`src/pasr_pkg.sv`:
```
// Purpose: Shared constants and state types for the phase accumulator synthesiser
// Assumes: 8-bit classic Wishbone register port, one 10 MHz system clock
// Notes:   Offsets are byte addresses on the 8-bit register port
package pasr_pkg;

  // ==========================================================================
  // Widths
  localparam int ACC_W   = 20;
  localparam int DAT_W   = 8;
  localparam int ADR_W   = 4;
  localparam int SRC_N   = 6;
  localparam int PCNT_W  = 8;

  // ==========================================================================
  // Register offsets
  localparam logic [ADR_W-1:0] OFS_SYNTH_CONTROL = 4'h0;
  localparam logic [ADR_W-1:0] OFS_CLOCK_CONTROL = 4'h1;
  localparam logic [ADR_W-1:0] OFS_ACC_LOW       = 4'h2;
  localparam logic [ADR_W-1:0] OFS_ACC_HIGH      = 4'h3;
  localparam logic [ADR_W-1:0] OFS_ACC_UPPER     = 4'h4;
  localparam logic [ADR_W-1:0] OFS_INC_LOW       = 4'h5;
  localparam logic [ADR_W-1:0] OFS_INC_HIGH      = 4'h6;
  localparam logic [ADR_W-1:0] OFS_INC_UPPER     = 4'h7;
  localparam logic [ADR_W-1:0] OFS_STATUS        = 4'h8;

  // ==========================================================================
  // Field positions
  localparam int CTL_ENABLE_BIT   = 7;
  localparam int CTL_OUTPUT_BIT   = 5;
  localparam int CTL_POLARITY_BIT = 4;
  localparam int CTL_PULSE_BIT    = 0;
  localparam int CLK_PWS_LSB      = 5;
  localparam int CLK_CKS_LSB      = 0;
  localparam int STS_FLAG_BIT     = 0;
  localparam logic [DAT_W-1:0] CLK_CTRL_MASK = 8'hE7;
  localparam logic [DAT_W-1:0] UPPER_MASK    = 8'h0F;

  // ==========================================================================
  // Reset values
  localparam logic [DAT_W-1:0] RST_CLOCK_CONTROL = 8'h00;
  localparam logic [ACC_W-1:0] RST_ACC           = 20'h00000;
  localparam logic [ACC_W-1:0] RST_INC           = 20'h00001;
  localparam logic [PCNT_W-1:0] PCNT_ONE         = 8'h01;

  // ==========================================================================
  // Input clock source codes
  typedef enum logic [2:0] {
    PASR_SRC_SYS_OSC   = 3'h0,
    PASR_SRC_FAST_OSC  = 3'h1,
    PASR_SRC_CELL_ONE  = 3'h2,
    PASR_SRC_CELL_TWO  = 3'h3,
    PASR_SRC_CELL_THR  = 3'h4,
    PASR_SRC_CELL_FOUR = 3'h5
  } pasr_src_e;

  // Synchroniser state
  typedef struct packed {
    logic [SRC_N-1:0] stage1;
    logic [SRC_N-1:0] stage2;
  } pasr_sync_s;

  // Wishbone slave outputs
  typedef struct packed {
    logic             ack;
    logic [DAT_W-1:0] dat;
  } pasr_wb_s;

  // Whole synthesiser state
  typedef struct packed {
    pasr_wb_s          wb;
    logic              enable;
    logic              polarity;
    logic              pulse_mode;
    logic [2:0]        pulse_width_select;
    logic [2:0]        input_clock_select;
    logic [ACC_W-1:0]  phase_accumulator;
    logic [ACC_W-1:0]  step_increment;
    logic [ACC_W-1:0]  increment_shadow;
    logic              load_pending;
    logic              clk_prev;
    logic [PCNT_W-1:0] pulse_count;
    logic              raw_out;
    logic              synth_out;
    logic              overflow_irq_flag;
  } pasr_state_s;

endpackage

```
`src/pasr_sync.sv`:
```
// Purpose: Two-stage synchroniser for the candidate input clock pins
// Assumes: Inputs are asynchronous to clk
// Notes:   Only stage2 is visible to the rest of the design
`timescale 1ns/100ps
`default_nettype none
module pasr_sync
  import pasr_pkg::*;
(
  input  wire logic             clk,
  input  wire logic             nrst,
  input  wire logic [SRC_N-1:0] async_in,
  output var  logic [SRC_N-1:0] sync_out
);

  pasr_sync_s state_reg;
  pasr_sync_s state_next;

  // ==========================================================================
  // Next state: shift each pin through two flops
  always_comb begin
    state_next        = state_reg;
    state_next.stage1 = async_in;
    state_next.stage2 = state_reg.stage1;
  end

  // State register
  always_ff @(posedge clk or negedge nrst) begin
    if (!nrst) begin
      state_reg <= '0;
    end else begin
      state_reg <= state_next;
    end
  end

  assign sync_out = state_reg.stage2;

endmodule
`default_nettype wire

```
`src/pasr_top.sv`:
```
// Purpose: Register file and core of a 20-bit phase accumulator synthesiser
// Assumes: Input clock sources are slow against clk and are sampled through
//          two flops; edges of the selected source drive the core
// Notes:   Classic Wishbone slave with 8-bit data, answers every access
//
// What this block does
// - Pulse width code n keeps output active for 2^n input clock periods.
// - Clock select: 0 system osc, 1 fast osc, 2..5 cells, 6..7 reserved.
// - Pulse width applies only in pulse mode, ignored in fixed duty mode.
// - Accumulator readable and writable as low, high and upper byte registers.
// - Accumulator bytes show the running value live; multi-byte reads not atomic.
// - Increment held in low, high and upper byte registers, readable and writable.
// - Increment copied to shadow at next input clock falling edge after low write; at once while disabled.
// - Reset clears control and accumulator; increment resets to one.
// - Unimplemented clock control and upper byte bits read as zero.
// - Each input clock rising edge adds shadow increment; carry is overflow.
// - Fixed duty mode toggles the output on every overflow.
// - Pulse mode drives output active after overflow for the selected width.
// - Every overflow sets a sticky flag cleared by software.
//
// The Wishbone register port and the address map are this design's own decisions.
`timescale 1ns/100ps
`default_nettype none
module pasr_top
  import pasr_pkg::*;
(
  input  wire logic             clk,
  input  wire logic             nrst,
  input  wire logic             wb_cyc_i,
  input  wire logic             wb_stb_i,
  input  wire logic             wb_we_i,
  input  wire logic [ADR_W-1:0] wb_adr_i,
  input  wire logic             wb_sel_i,
  input  wire logic [DAT_W-1:0] wb_dat_i,
  output var  logic [DAT_W-1:0] wb_dat_o,
  output var  logic             wb_ack_o,
  input  wire logic             sys_osc_in,
  input  wire logic             internal_fast_osc,
  input  wire logic             logic_cell_one_output,
  input  wire logic             logic_cell_two_output,
  input  wire logic             logic_cell_three_output,
  input  wire logic             logic_cell_four_output,
  output var  logic             synth_out,
  output var  logic             overflow_irq_flag
);

  pasr_state_s      state_reg;
  pasr_state_s      state_next;
  logic [SRC_N-1:0] src_sync;
  logic             synth_input_clock;
  logic             clk_valid;
  logic             rise_edge;
  logic             fall_edge;
  logic [ACC_W:0]   sum;
  logic             accumulator_carry;
  logic             bus_req;
  logic             bus_wr;
  logic [DAT_W-1:0] rd_data;

  // ==========================================================================
  // Source pin synchroniser
  pasr_sync u_sync (
    .clk      (clk),
    .nrst     (nrst),
    .async_in ({logic_cell_four_output, logic_cell_three_output,
                logic_cell_two_output, logic_cell_one_output,
                internal_fast_osc, sys_osc_in}),
    .sync_out (src_sync)
  );

  // ==========================================================================
  // Input clock selection
  always_comb begin
    synth_input_clock = 1'b0;
    clk_valid         = 1'b1;
    case (state_reg.input_clock_select)
      PASR_SRC_SYS_OSC:   synth_input_clock = src_sync[0];
      PASR_SRC_FAST_OSC:  synth_input_clock = src_sync[1];
      PASR_SRC_CELL_ONE:  synth_input_clock = src_sync[2];
      PASR_SRC_CELL_TWO:  synth_input_clock = src_sync[3];
      PASR_SRC_CELL_THR:  synth_input_clock = src_sync[4];
      PASR_SRC_CELL_FOUR: synth_input_clock = src_sync[5];
      default: begin
        synth_input_clock = 1'b0;
        clk_valid         = 1'b0;
      end
    endcase
  end

  // Edge detection on the selected source, only while running
  assign rise_edge = state_reg.enable & clk_valid & synth_input_clock & ~state_reg.clk_prev;
  assign fall_edge = state_reg.enable & clk_valid & ~synth_input_clock & state_reg.clk_prev;

  // Adder with carry out
  assign sum = {1'b0, state_reg.phase_accumulator} + {1'b0, state_reg.increment_shadow};
  assign accumulator_carry = rise_edge & sum[ACC_W];

  // ==========================================================================
  // Bus decode: one access per request, answered one cycle later
  assign bus_req = wb_cyc_i & wb_stb_i & ~state_reg.wb.ack;
  assign bus_wr  = bus_req & wb_we_i & wb_sel_i;

  // Read multiplexer
  always_comb begin
    rd_data = '0;
    case (wb_adr_i)
      OFS_SYNTH_CONTROL: begin
        rd_data[CTL_ENABLE_BIT]   = state_reg.enable;
        rd_data[CTL_OUTPUT_BIT]   = state_reg.synth_out;
        rd_data[CTL_POLARITY_BIT] = state_reg.polarity;
        rd_data[CTL_PULSE_BIT]    = state_reg.pulse_mode;
      end
      OFS_CLOCK_CONTROL: begin
        rd_data[CLK_PWS_LSB +: 3] = state_reg.pulse_width_select;
        rd_data[CLK_CKS_LSB +: 3] = state_reg.input_clock_select;
      end
      OFS_ACC_LOW:   rd_data = state_reg.phase_accumulator[7:0];
      OFS_ACC_HIGH:  rd_data = state_reg.phase_accumulator[15:8];
      OFS_ACC_UPPER: rd_data = {4'h0, state_reg.phase_accumulator[19:16]};
      OFS_INC_LOW:   rd_data = state_reg.step_increment[7:0];
      OFS_INC_HIGH:  rd_data = state_reg.step_increment[15:8];
      OFS_INC_UPPER: rd_data = {4'h0, state_reg.step_increment[19:16]};
      OFS_STATUS:    rd_data[STS_FLAG_BIT] = state_reg.overflow_irq_flag;
      default:       rd_data = '0;
    endcase
  end

  // ==========================================================================
  // Next state
  always_comb begin
    state_next          = state_reg;
    state_next.clk_prev = synth_input_clock;

    // Bus handshake and read data capture
    state_next.wb.ack = bus_req;
    if (bus_req) begin
      state_next.wb.dat = rd_data;
    end

    // Core: accumulate on each rising edge of the selected clock
    if (rise_edge) begin
      state_next.phase_accumulator = sum[ACC_W-1:0];
    end

    // Output shaping by mode
    if (accumulator_carry) begin
      if (state_reg.pulse_mode) begin
        state_next.raw_out     = 1'b1;
        state_next.pulse_count = PCNT_ONE << state_reg.pulse_width_select;
      end else begin
        state_next.raw_out = ~state_reg.raw_out;
      end
    end else if (rise_edge && state_reg.pulse_mode && state_reg.raw_out) begin
      // Count input periods of the active pulse
      if (state_reg.pulse_count <= PCNT_ONE) begin
        state_next.raw_out     = 1'b0;
        state_next.pulse_count = '0;
      end else begin
        state_next.pulse_count = state_reg.pulse_count - PCNT_ONE;
      end
    end

    // Shadow copy on falling edge after a low byte write
    if (fall_edge && state_reg.load_pending) begin
      state_next.increment_shadow = state_reg.step_increment;
      state_next.load_pending     = 1'b0;
    end

    // Register writes
    if (bus_wr) begin
      case (wb_adr_i)
        OFS_SYNTH_CONTROL: begin
          state_next.enable     = wb_dat_i[CTL_ENABLE_BIT];
          state_next.polarity   = wb_dat_i[CTL_POLARITY_BIT];
          state_next.pulse_mode = wb_dat_i[CTL_PULSE_BIT];
          if (!wb_dat_i[CTL_ENABLE_BIT]) begin
            state_next.raw_out     = 1'b0;
            state_next.pulse_count = '0;
          end
        end
        OFS_CLOCK_CONTROL: begin
          state_next.pulse_width_select = wb_dat_i[CLK_PWS_LSB +: 3];
          state_next.input_clock_select = wb_dat_i[CLK_CKS_LSB +: 3];
        end
        OFS_ACC_LOW:   state_next.phase_accumulator[7:0]   = wb_dat_i;
        OFS_ACC_HIGH:  state_next.phase_accumulator[15:8]  = wb_dat_i;
        OFS_ACC_UPPER: state_next.phase_accumulator[19:16] = wb_dat_i[3:0];
        OFS_INC_LOW: begin
          state_next.step_increment[7:0] = wb_dat_i;
          if (state_reg.enable) begin
            state_next.load_pending = 1'b1;
          end
        end
        OFS_INC_HIGH:  state_next.step_increment[15:8]  = wb_dat_i;
        OFS_INC_UPPER: state_next.step_increment[19:16] = wb_dat_i[3:0];
        default: begin
          state_next.load_pending = state_next.load_pending;
        end
      endcase

      // Disabled: any increment write reaches the shadow at once
      if (!state_reg.enable &&
          (wb_adr_i == OFS_INC_LOW || wb_adr_i == OFS_INC_HIGH ||
           wb_adr_i == OFS_INC_UPPER)) begin
        state_next.increment_shadow = state_next.step_increment;
        state_next.load_pending     = 1'b0;
      end
    end

    // Sticky overflow flag: write one clears, a new overflow wins
    if (bus_wr && wb_adr_i == OFS_STATUS && wb_dat_i[STS_FLAG_BIT]) begin
      state_next.overflow_irq_flag = 1'b0;
    end
    if (accumulator_carry) begin
      state_next.overflow_irq_flag = 1'b1;
    end

    // Polarity stage and output flop
    state_next.synth_out = state_next.raw_out ^ state_next.polarity;
  end

  // ==========================================================================
  // State register
  always_ff @(posedge clk or negedge nrst) begin
    if (!nrst) begin
      state_reg                    <= '0;
      state_reg.pulse_width_select <= RST_CLOCK_CONTROL[CLK_PWS_LSB +: 3];
      state_reg.input_clock_select <= RST_CLOCK_CONTROL[CLK_CKS_LSB +: 3];
      state_reg.phase_accumulator  <= RST_ACC;
      state_reg.step_increment     <= RST_INC;
      state_reg.increment_shadow   <= RST_INC;
    end else begin
      state_reg <= state_next;
    end
  end

  // ==========================================================================
  // Outputs straight from the state flops
  assign wb_dat_o          = state_reg.wb.dat;
  assign wb_ack_o          = state_reg.wb.ack;
  assign synth_out         = state_reg.synth_out;
  assign overflow_irq_flag = state_reg.overflow_irq_flag;

endmodule
`default_nettype wire

```
`config.mk`:
```
export PLATFORM = sky130hd
export DESIGN_NAME = pasr_top
export DESIGN_NICKNAME = d
export VERILOG_FILES = /design/src/pasr_pkg.sv /design/src/pasr_sync.sv /design/src/pasr_top.sv
export SDC_FILE = /design/constraint.sdc
export NUM_CORES = 1
export LEC_CHECK = 0
export ABC_CLOCK_PERIOD_IN_PS = 6300
export BUFFER_PORTS_ARGS = -buffer_cell sky130_fd_sc_hd__buf_2
export CAP_MARGIN = 20
export CORE_ASPECT_RATIO = 0.5
export CORE_UTILIZATION = 40
export DETAILED_ROUTE_END_ITERATION = 8
export GPL_TIMING_DRIVEN = 0
export PLACE_DENSITY = 0.64
export SLEW_MARGIN = 20
export SYNTH_ARGS = -nofsm -noshare
export SYNTH_HDL_FRONTEND = slang
export SYNTH_SLANG_ARGS = --single-unit
```
`constraint.sdc`:
```
create_clock -name clk -period 6.3 [get_ports clk]
set_clock_uncertainty 0.2 [all_clocks]
set_input_delay 1.89 -clock clk [delete_from_list [all_inputs] [get_ports clk]]
set_output_delay 1.89 -clock clk [all_outputs]
set_load 0.03 [all_outputs]
```
-- Word-level counts from Yosys, hierarchy flattened
Cells that the tools add are included.
- $add $sub $neg: 2
- $mul: 0
- div/mod/pow operators: 0
- magnitude comparators: 1
- equality and inequality tests: 13
- shifts and indexed selects: 1
- multiplexer cells: 34
- bitwise logic cells: 15
- reductions and logical operators: 15
- operator list (operator ; count):
    $mux 69 ; 1
    $mux 8 ; 6
    $mux 9 ; 5
    $mux 21 ; 2
    $pmux 1 s6 ; 4
    $add 20x20->21 ; 1
    $mux 20 ; 1
    $eq 4x3->1 const B ; 4
    $pmux 2 s7 ; 1
    $and 1x1->1 ; 10
    $pmux 1 s5 ; 2
    $pmux 1 s9 ; 1
    $eq 4x2->1 const B ; 2
    $le 8x1->1 const B ; 1
    $mux 4 ; 2
    $shl 1x3->8 const A ; 1
    $sub 8x1->8 const B ; 1
    $mux 1 ; 7
    $eq 3x2->1 const B ; 2
    $eq 3x3->1 const B ; 2
    $logic_and 1x1->1 ; 6
    $mux 6 ; 1
    $reduce_or 6->1 ; 1
    $eq 4x1->1 const B ; 1
    other kinds (11) ; 16
- bits in registers: 103
- latch bits: 0
- memory bits (writable): 0
- ROM bits: 0
- input bits: 24
- output and inout port bits: 11
- word-level logic and storage cells: 99
- memories: 0

-- Longest topological paths before layout
Gate-level depths: netlist of the first run.
- word-level depth: 14
- mapped depth: 11
- mapped depth without buffers: 9

-- Hierarchy
From an unflattened synthesis of the first run, not the netlist that was laid out.
- cells, all modules: 642
- area total of the unflattened synthesis: 6048.3 µm²
- modules (own cells, without submodules) (module ; times used ; cells each ; area each (µm²) ; seq. area each (µm²)):
    pasr_top ; 1 ; 630 ; 5748.0 ; 2279.7
    pasr_sync ; 1 ; 12 ; 300.3 ; 300.3

-- Worst setup path after synthesis of the first run
OpenSTA, ideal clock, no wires.
- path kind: input-to-reg
- from: in wb_cyc_i
- to: reg state_reg[14] in the netlist's numbering
- setup time: 0.120 ns
- arrival time: 3.378 ns
- required time: 5.980 ns
- slack: 2.602 ns
- stages on the path: 9
- path buffers: 1
- cell sequence: nand2_1 or2_1 clkbuf_1 inv_2 nand3_2 nor4_2 a21oi_1 o22ai_1 nor2_1
- RTL lines (element ; line ; text):
    start: declaration ; pasr_top.sv:29 ; input wire logic wb_cyc_i,
    end signal: assignment ; pasr_top.sv:233 ; state_reg <= state_next;
    end: declaration ; pasr_top.sv:47 ; pasr_state_s state_reg;

==> results of run 1 <==
cells by family after synthesis:
kind of cell               Yosys count
and+or+nand+nor                    239
AOI/OAI and AO/OA                  171
DFF                                103
buffers and inverters               51
muxes                               46
adders and majority gates           23
xor gates and xnor gates             9
cells in the mapped netlist (all sizes together) (13+ instances only):
master,count,area share
dfrtp,101,0.42
ha,22,0.046
nand3,23,0.021
nand2,61,0.038
nor3,16,0.013
mux2,32,0.060
inv,13,0.0081
buf,20,0.024
clkbuf,18,0.011
o21ai,29,0.025
nor2,85,0.053
o22ai,26,0.027
a21oi,37,0.031
a211oi,14,0.018
stage by stage:
step | hold slack, ns | instance area, um2
after CTS | 0.1550 | 6799
after global routing | 0.1638 | 6799
after floorplan | 0.1312 | 6048
final | 0.1520 | 6799
after detailed placement | 0.1355 | 6480
after global placement | 0.1332 | 6446
metal layers:
layer / global-route usage / share of wire / vias up
li1: - / - / 2434
met1: 0.3351 / 0.47 / 2563
met2: 0.3467 / 0.44 / 210
met3: 0.06080 / 0.083 / 17
met4: 0.05375 / 0.010 / 0
met5: 0 / 0 / -
final timing paths:
| check | startpoint | end | slack [ns] | depth (start not counted) |
|---|---|---|---|---|
| worst max-delay path | wb_cyc_i | state_reg[5]$_DFF_PN0_ | 2.25 | 10 |
| worst max register to register | state_reg[55]$_DFF_PN0_ | state_reg[68]$_DFF_PN0_ | 3.23 | 8 |
| max in group asynchronous | nrst | state_reg[13]$_DFF_PN1_ | 3.95 | 2 |
| worst min-delay path | u_sync.state_next[0]$_DFF_PN0_ | u_sync.sync_out[0]$_DFF_PN0_ | 0.15 | 0 |
| min in group asynchronous | nrst | state_reg[5]$_DFF_PN0_ | 1.25 | 1 |
| worst min register to register | u_sync.state_next[0]$_DFF_PN0_ | u_sync.sync_out[0]$_DFF_PN0_ | 0.15 | 0 |
layout make-up:
cell class              count  area share
plain buffers              38     0.03092
clock buffers               9     0.03312
clock inverters             7     0.01380
inverters                  13    0.007177
multi-input cells         488      0.4720
flip-flops and latches    103      0.3795
well taps                 198     0.03644
repair buffers             31     0.02705
critical path, cell delays in order:
cell	delay, ns
buf_2	0.08
nand2_1	0.04
or2_1	0.19
clkbuf_1	0.15
inv_2	0.09
and3_1	0.15
clkbuf_1	0.38
nand3_1	0.40
nor2_1	0.54
nor3_1	0.15
report_power, final:
part / switching, mW / internal [mW] / total [mW]
clock: 0.289 / 0.287 / 0.576
combinational: 0.552 / 0.417 / 0.969
sequential: 0.158 / 0.798 / 0.956
total: 0.999 / 1.50 / 2.50
==> metrics, run 1 <==
status=complete, no violations; DRT iter0 DRCs=438; H-tree depth=3; critical path type=primary input to flop; placer congestion estimate=0.9692; clk_lat worst skew=0.36 ns; Antenna diodes=0; HP Class=flop to flop; fin cells=887; cell row count=31; PnR worst setup slack=2.246 ns; number of global-route vias before repair=4739; Tcrit/Tclk final=0.6435; XOR/XNOR Fraction of Synth Area=0.01303; Compound-Gate Fraction of Synth Area=0.1878; highest-count cells in the layout ignoring fill and taps=dfrtp_1, nor2_1, nand2_1; Req. time, crit path=6.32 ns; area share of and/or/nand/nor cells after synthesis=0.1920; FFs w/ async S/R, synth=1.000; RSZ-0062 raised after global routing=no; synth warn=0; vias per cell=5.890; PD cells=367.8 mW/mm2; Worst Setup End Kind=flop; Synth Flop Type=dfrtp_1; via count=5224; final setup vio count=0; residual DRC count=0; EDFF count, synth=0; first-pass GRT wire length=27080 um; Util after Layout=0.4650; FF+latch count, synth=103; footprint of the multi-input gates=0.003209 mm2; Num Clock Sinks=103; main combinational cell family by area after synthesis=simple AND/OR/NAND/NOR gates; total power=2.501 mW; CTS tree=done; clk slew on worst S/H paths=0.08 ns; arrival time worst endpoint=4.07 ns; die area=0.01565 mm2; multiplexer area fraction after synthesis=0.08895; DRT Pass-1 Iters=5; Synth Area per Inst=9.421 um2; post-place setup slack=1.938 ns; Congestion Overflow GR=0; post-CTS resize count=0; largest net degree at the start of global routing=59; Gate Count Post-Synth=642; endpoints failing hold=0; clock root cell=clkbuf_16; Core ar.=0.01462 mm2; Die Ht=88.95 um; GRT Total Usage=0.2317; critical path fanouts, max=7; Post-CTS Hold Buffers=0; Setup TNS=0 ns; register area share after synthesis=0.4266; fin nets=731; worst vdd ir=130.1 uV; placed insts=871; PortBufs=30; Max Root-Sink Buffers=2; share of cells above drive strength 1=0.1698; fill cell count=1353; pins over their slew limit=0; Worst slew margin=0.4173; WL/cell=19.65 um; Post-CTS Setup Bufs=0; Seq. cell area=0.002580 mm2; CP Launch Type=primary input; Layout area overhead=12.41%; most common cell after layout, fill and taps aside=dfrtp_1; Num CTS Buffers=9; worst slew pin tran=0.8709 ns; leakage power=3.033 nW; fmax=0.2467 GHz; initial antenna violation count=0; max-cap violations=0; post-DP HPWL=13010 um; die width=175.9 um; number of flip-flops in the largest register=80; Starting Density=0.4136; boundary pin count=35; Synth Area in Adders=0.04882; min Tclk post-route=4.054 ns; Routed WL=17430 um; post-synth design cell area=0.006048 mm2; Net Count, Synth=689; Yosys cell types=66; Final ANT Viol Nets=0
(Power assumes the default switching activity.)
==> run 2, diff against run 1 <==
- ABC_AREA: unset -> 1
- ABC_CLOCK_PERIOD_IN_PS: 6300 -> 3800
- clock period: 6.3 -> 3.8 ns (I/O delays scaled with it)
==> run 2 against run 1 <==
First-iteration DRC count is 55% higher. Final area increased by 8.8%. Core utilization is 0.40 points higher. Register-to-register slack lost 2.1 ns. Power increased by 98%. Largest power group unchanged.
==> metrics, run 2 <==
Worst slew margin=0.6245 (+0.2072); post-synth top area share=0.3816 (-0.03624); pins over their slew limit=0 (unchanged); vias per cell=5.439 (-7.6%); largest net degree at the start of global routing=56 (-5.1%); Post-synth top cells=nand2_1, inv_1, dfrtp_1; reg2reg start=state_reg[13]$_DFF_PN1_; arrival time worst endpoint=2.71 ns (-1.36 ns); WP depth=10 (unchanged); Antenna diodes=0 (unchanged); fin nets=1018 (+39%); synth warn=0 (unchanged); Num CTS Buffers=9 (unchanged); endpoints failing hold=0 (unchanged); register area share after synthesis=0.3896 (-0.03699); GRT Total Usage=0.2577 (+0.02607); status=complete, no violations; worst slew pin tran=0.5590 ns (-0.3119 ns); CP Cell Sequence=ha_1 -> fa_1 -> nand2_1 -> nand3_1 -> o21ai_1 -> o21ai_0 -> nand2_1 -> nand3b_1 -> nand3_1 -> a21oi_1; CP max stage cell=dfstp_2; Worst Setup End Kind=flop; boundary pin count=35 (unchanged); DRT iter0 DRCs=677 (+55%); fmax=0.3788 GHz; Starting Density=0.4198 (+0.006191); footprint of the multi-input gates=0.003366 mm2 (+4.9%); min Tclk post-route=2.640 ns; clk_lat worst skew=0.35 ns (about the same); Net Count, Synth=972 (+41%); PD cells=670.3 mW/mm2 (+82%); Yosys cell types=45 (-32%); post-CTS resize count=0 (unchanged); cell row count=32 (+3.2%); most common cell after layout, fill and taps aside=nand2_1; Max Root-Sink Buffers=2 (unchanged); leakage power=3.606 nW (+19%); Post-CTS Hold Buffers=0 (unchanged); Die Ht=92.99 um (+4.5%); Synth Flop Type=dfrtp_1; ranking of synthesized cells by area=dfrtp_1, nand2_1, inv_1; post-synth design cell area=0.006623 mm2 (+9.5%); CTS tree=done; Routed WL=20750 um (+19%); first-pass GRT wire length=33530 um (+24%); CP Launch Type=flop; Util after Layout=0.4690 (+0.004027); die area=0.01711 mm2 (+9.3%); fin cells=1197 (+35%); HP Class=flop to flop; Crit path max-delay family=compound AO/OA/AOI/OAI gates; placer congestion estimate=0.9756 (+0.66%); critical path type=flop to flop; Req. time, crit path=3.87 ns (-2.45 ns); Gate Count Post-Synth=925 (+44%); DRT Pass-1 Iters=6 (+1); H-tree depth=3 (unchanged); via count=6511 (+25%); post-DP HPWL=15860 um (+22%); CP endpoint=state_reg[67]$_DFF_PN0_; Seq. cell area=0.002580 mm2 (unchanged); Congestion Overflow GR=0 (unchanged); buffers and inverters on the worst path=0 (-4); Setup crit start=state_reg[13]$_DFF_PN1_; fill cell count=1614 (+19%); number of flip-flops in the largest register=80 (unchanged); EDFF count, synth=0 (unchanged); number of global-route vias before repair=6099 (+29%); final setup vio count=0 (unchanged); residual DRC count=0 (unchanged); FF+latch count, synth=103 (unchanged); Final ANT Viol Nets=0 (unchanged); Post-CTS Setup Bufs=0 (unchanged); PortBufs=34 (+13%); FFs w/ async S/R, synth=1.000 (unchanged); Setup TNS=0 ns (unchanged); setup slack on the worst flop-to-flop path=1.16 ns (-2.07 ns); clock root cell=clkbuf_16; most used standard cell by instance count after synthesis=nand2_1; worst vdd ir=281.3 uV (+120%); Core ar.=0.01578 mm2 (+7.9%); max-cap violations=0 (unchanged); fin area=0.007398 mm2 (+8.8%); WL/cell=17.34 um (-12%); die width=184.0 um (+4.6%); critical path fanouts, max=4 (-3); Reg2Reg Depth=10 (+2); Synth area leader=dfrtp_1; share of cells above drive strength 1=0.1055 (-0.06428); WHS=0.1510 ns (-0.001070 ns); initial antenna violation count=0 (unchanged); placement-stage cell area=0.007103 mm2 (+9.6%); RSZ-0062 raised after global routing=no; highest-count cells in the layout ignoring fill and taps=nand2_1, inv_1, dfrtp_1; Layout area overhead=11.71%; placed insts=1181 (+36%); crit-path max cell delay=0.58 ns (+0.04 ns); Synth Area per Inst=7.160 um2 (-24%); Num Clock Sinks=103 (unchanged); Worst R2R End=state_reg[67]$_DFF_PN0_; Tcrit/Tclk final=0.6947; clk slew on worst S/H paths=0.07 ns (about the same)
## run 2: cell types whose count changed in the layout (fill, tap and decap cells not counted), sizes merged, moves of 12 or more
cell / previous run / this run
a211oi: 14 / 0
o22ai: 26 / 14
nand2: 61 / 243
nand4: 2 / 27
nand3: 23 / 47
a22oi: 8 / 20
inv: 16 / 131
o21ai: 29 / 86
mux2: 32 / 0
a21oi: 37 / 63
## run 2: worst min path at each step
stage	end	start	cells past startpoint	slack (ns)
CTS	u_sync.sync_out[5]$_DFF_PN0_	u_sync.state_next[5]$_DFF_PN0_	0	0.15
detailed placement	u_sync.sync_out[5]$_DFF_PN0_	u_sync.state_next[5]$_DFF_PN0_	0	0.13
floorplan	u_sync.sync_out[0]$_DFF_PN0_	u_sync.state_next[0]$_DFF_PN0_	0	0.13
finish	u_sync.sync_out[5]$_DFF_PN0_	u_sync.state_next[5]$_DFF_PN0_	0	0.15
global route	u_sync.sync_out[2]$_DFF_PN0_	u_sync.state_next[2]$_DFF_PN0_	0	0.16
global placement	u_sync.sync_out[4]$_DFF_PN0_	u_sync.state_next[4]$_DFF_PN0_	0	0.14
## run 2: per-layer routing
metal	global-route usage	share of wire
met5	0	0
met4	0.05972	0.018
met3	0.06231	0.10
met2	0.3643	0.40
met1	0.3905	0.48
## run 2: per-stage QoR
step	power, mW	worst slack (ns)
after floorplan	3.294	1.345
after detailed placement	3.969	0.9102
after global routing	5.347	1.001
final	4.959	1.160
after CTS	4.903	1.202
after global placement	3.924	0.2186
## run 2: cell families after synthesis
group	Yosys count	synth area share
flops	103	0.3896
compound gates	205	0.1753
buf+inv	163	0.1022
simple gates	420	0.2738
xor+xnor	11	0.01455
fa+ha+maj	23	0.04459
## run 2: area by class of cell
type                            instances  share of cell area
Buffer                                 36             0.02672
Clock buffer                            9             0.03044
Clock inverter                          7            0.009471
Inverter                              127             0.06477
Multi-Input combinational cell        659              0.4549
Sequential cell                       103              0.3487
Tap cell                              221             0.03738
Timing Repair Buffer                   35             0.02757
## run 2: power by group
| part | switching (mW) | leakage (nW) | total, mW | internal (mW) |
|---|---|---|---|---|
| Clock | 0.466 | 0.147 | 0.933 | 0.466 |
| Combinational | 1.51 | 2.26 | 2.36 | 0.848 |
| Sequential | 0.294 | 1.20 | 1.67 | 1.37 |
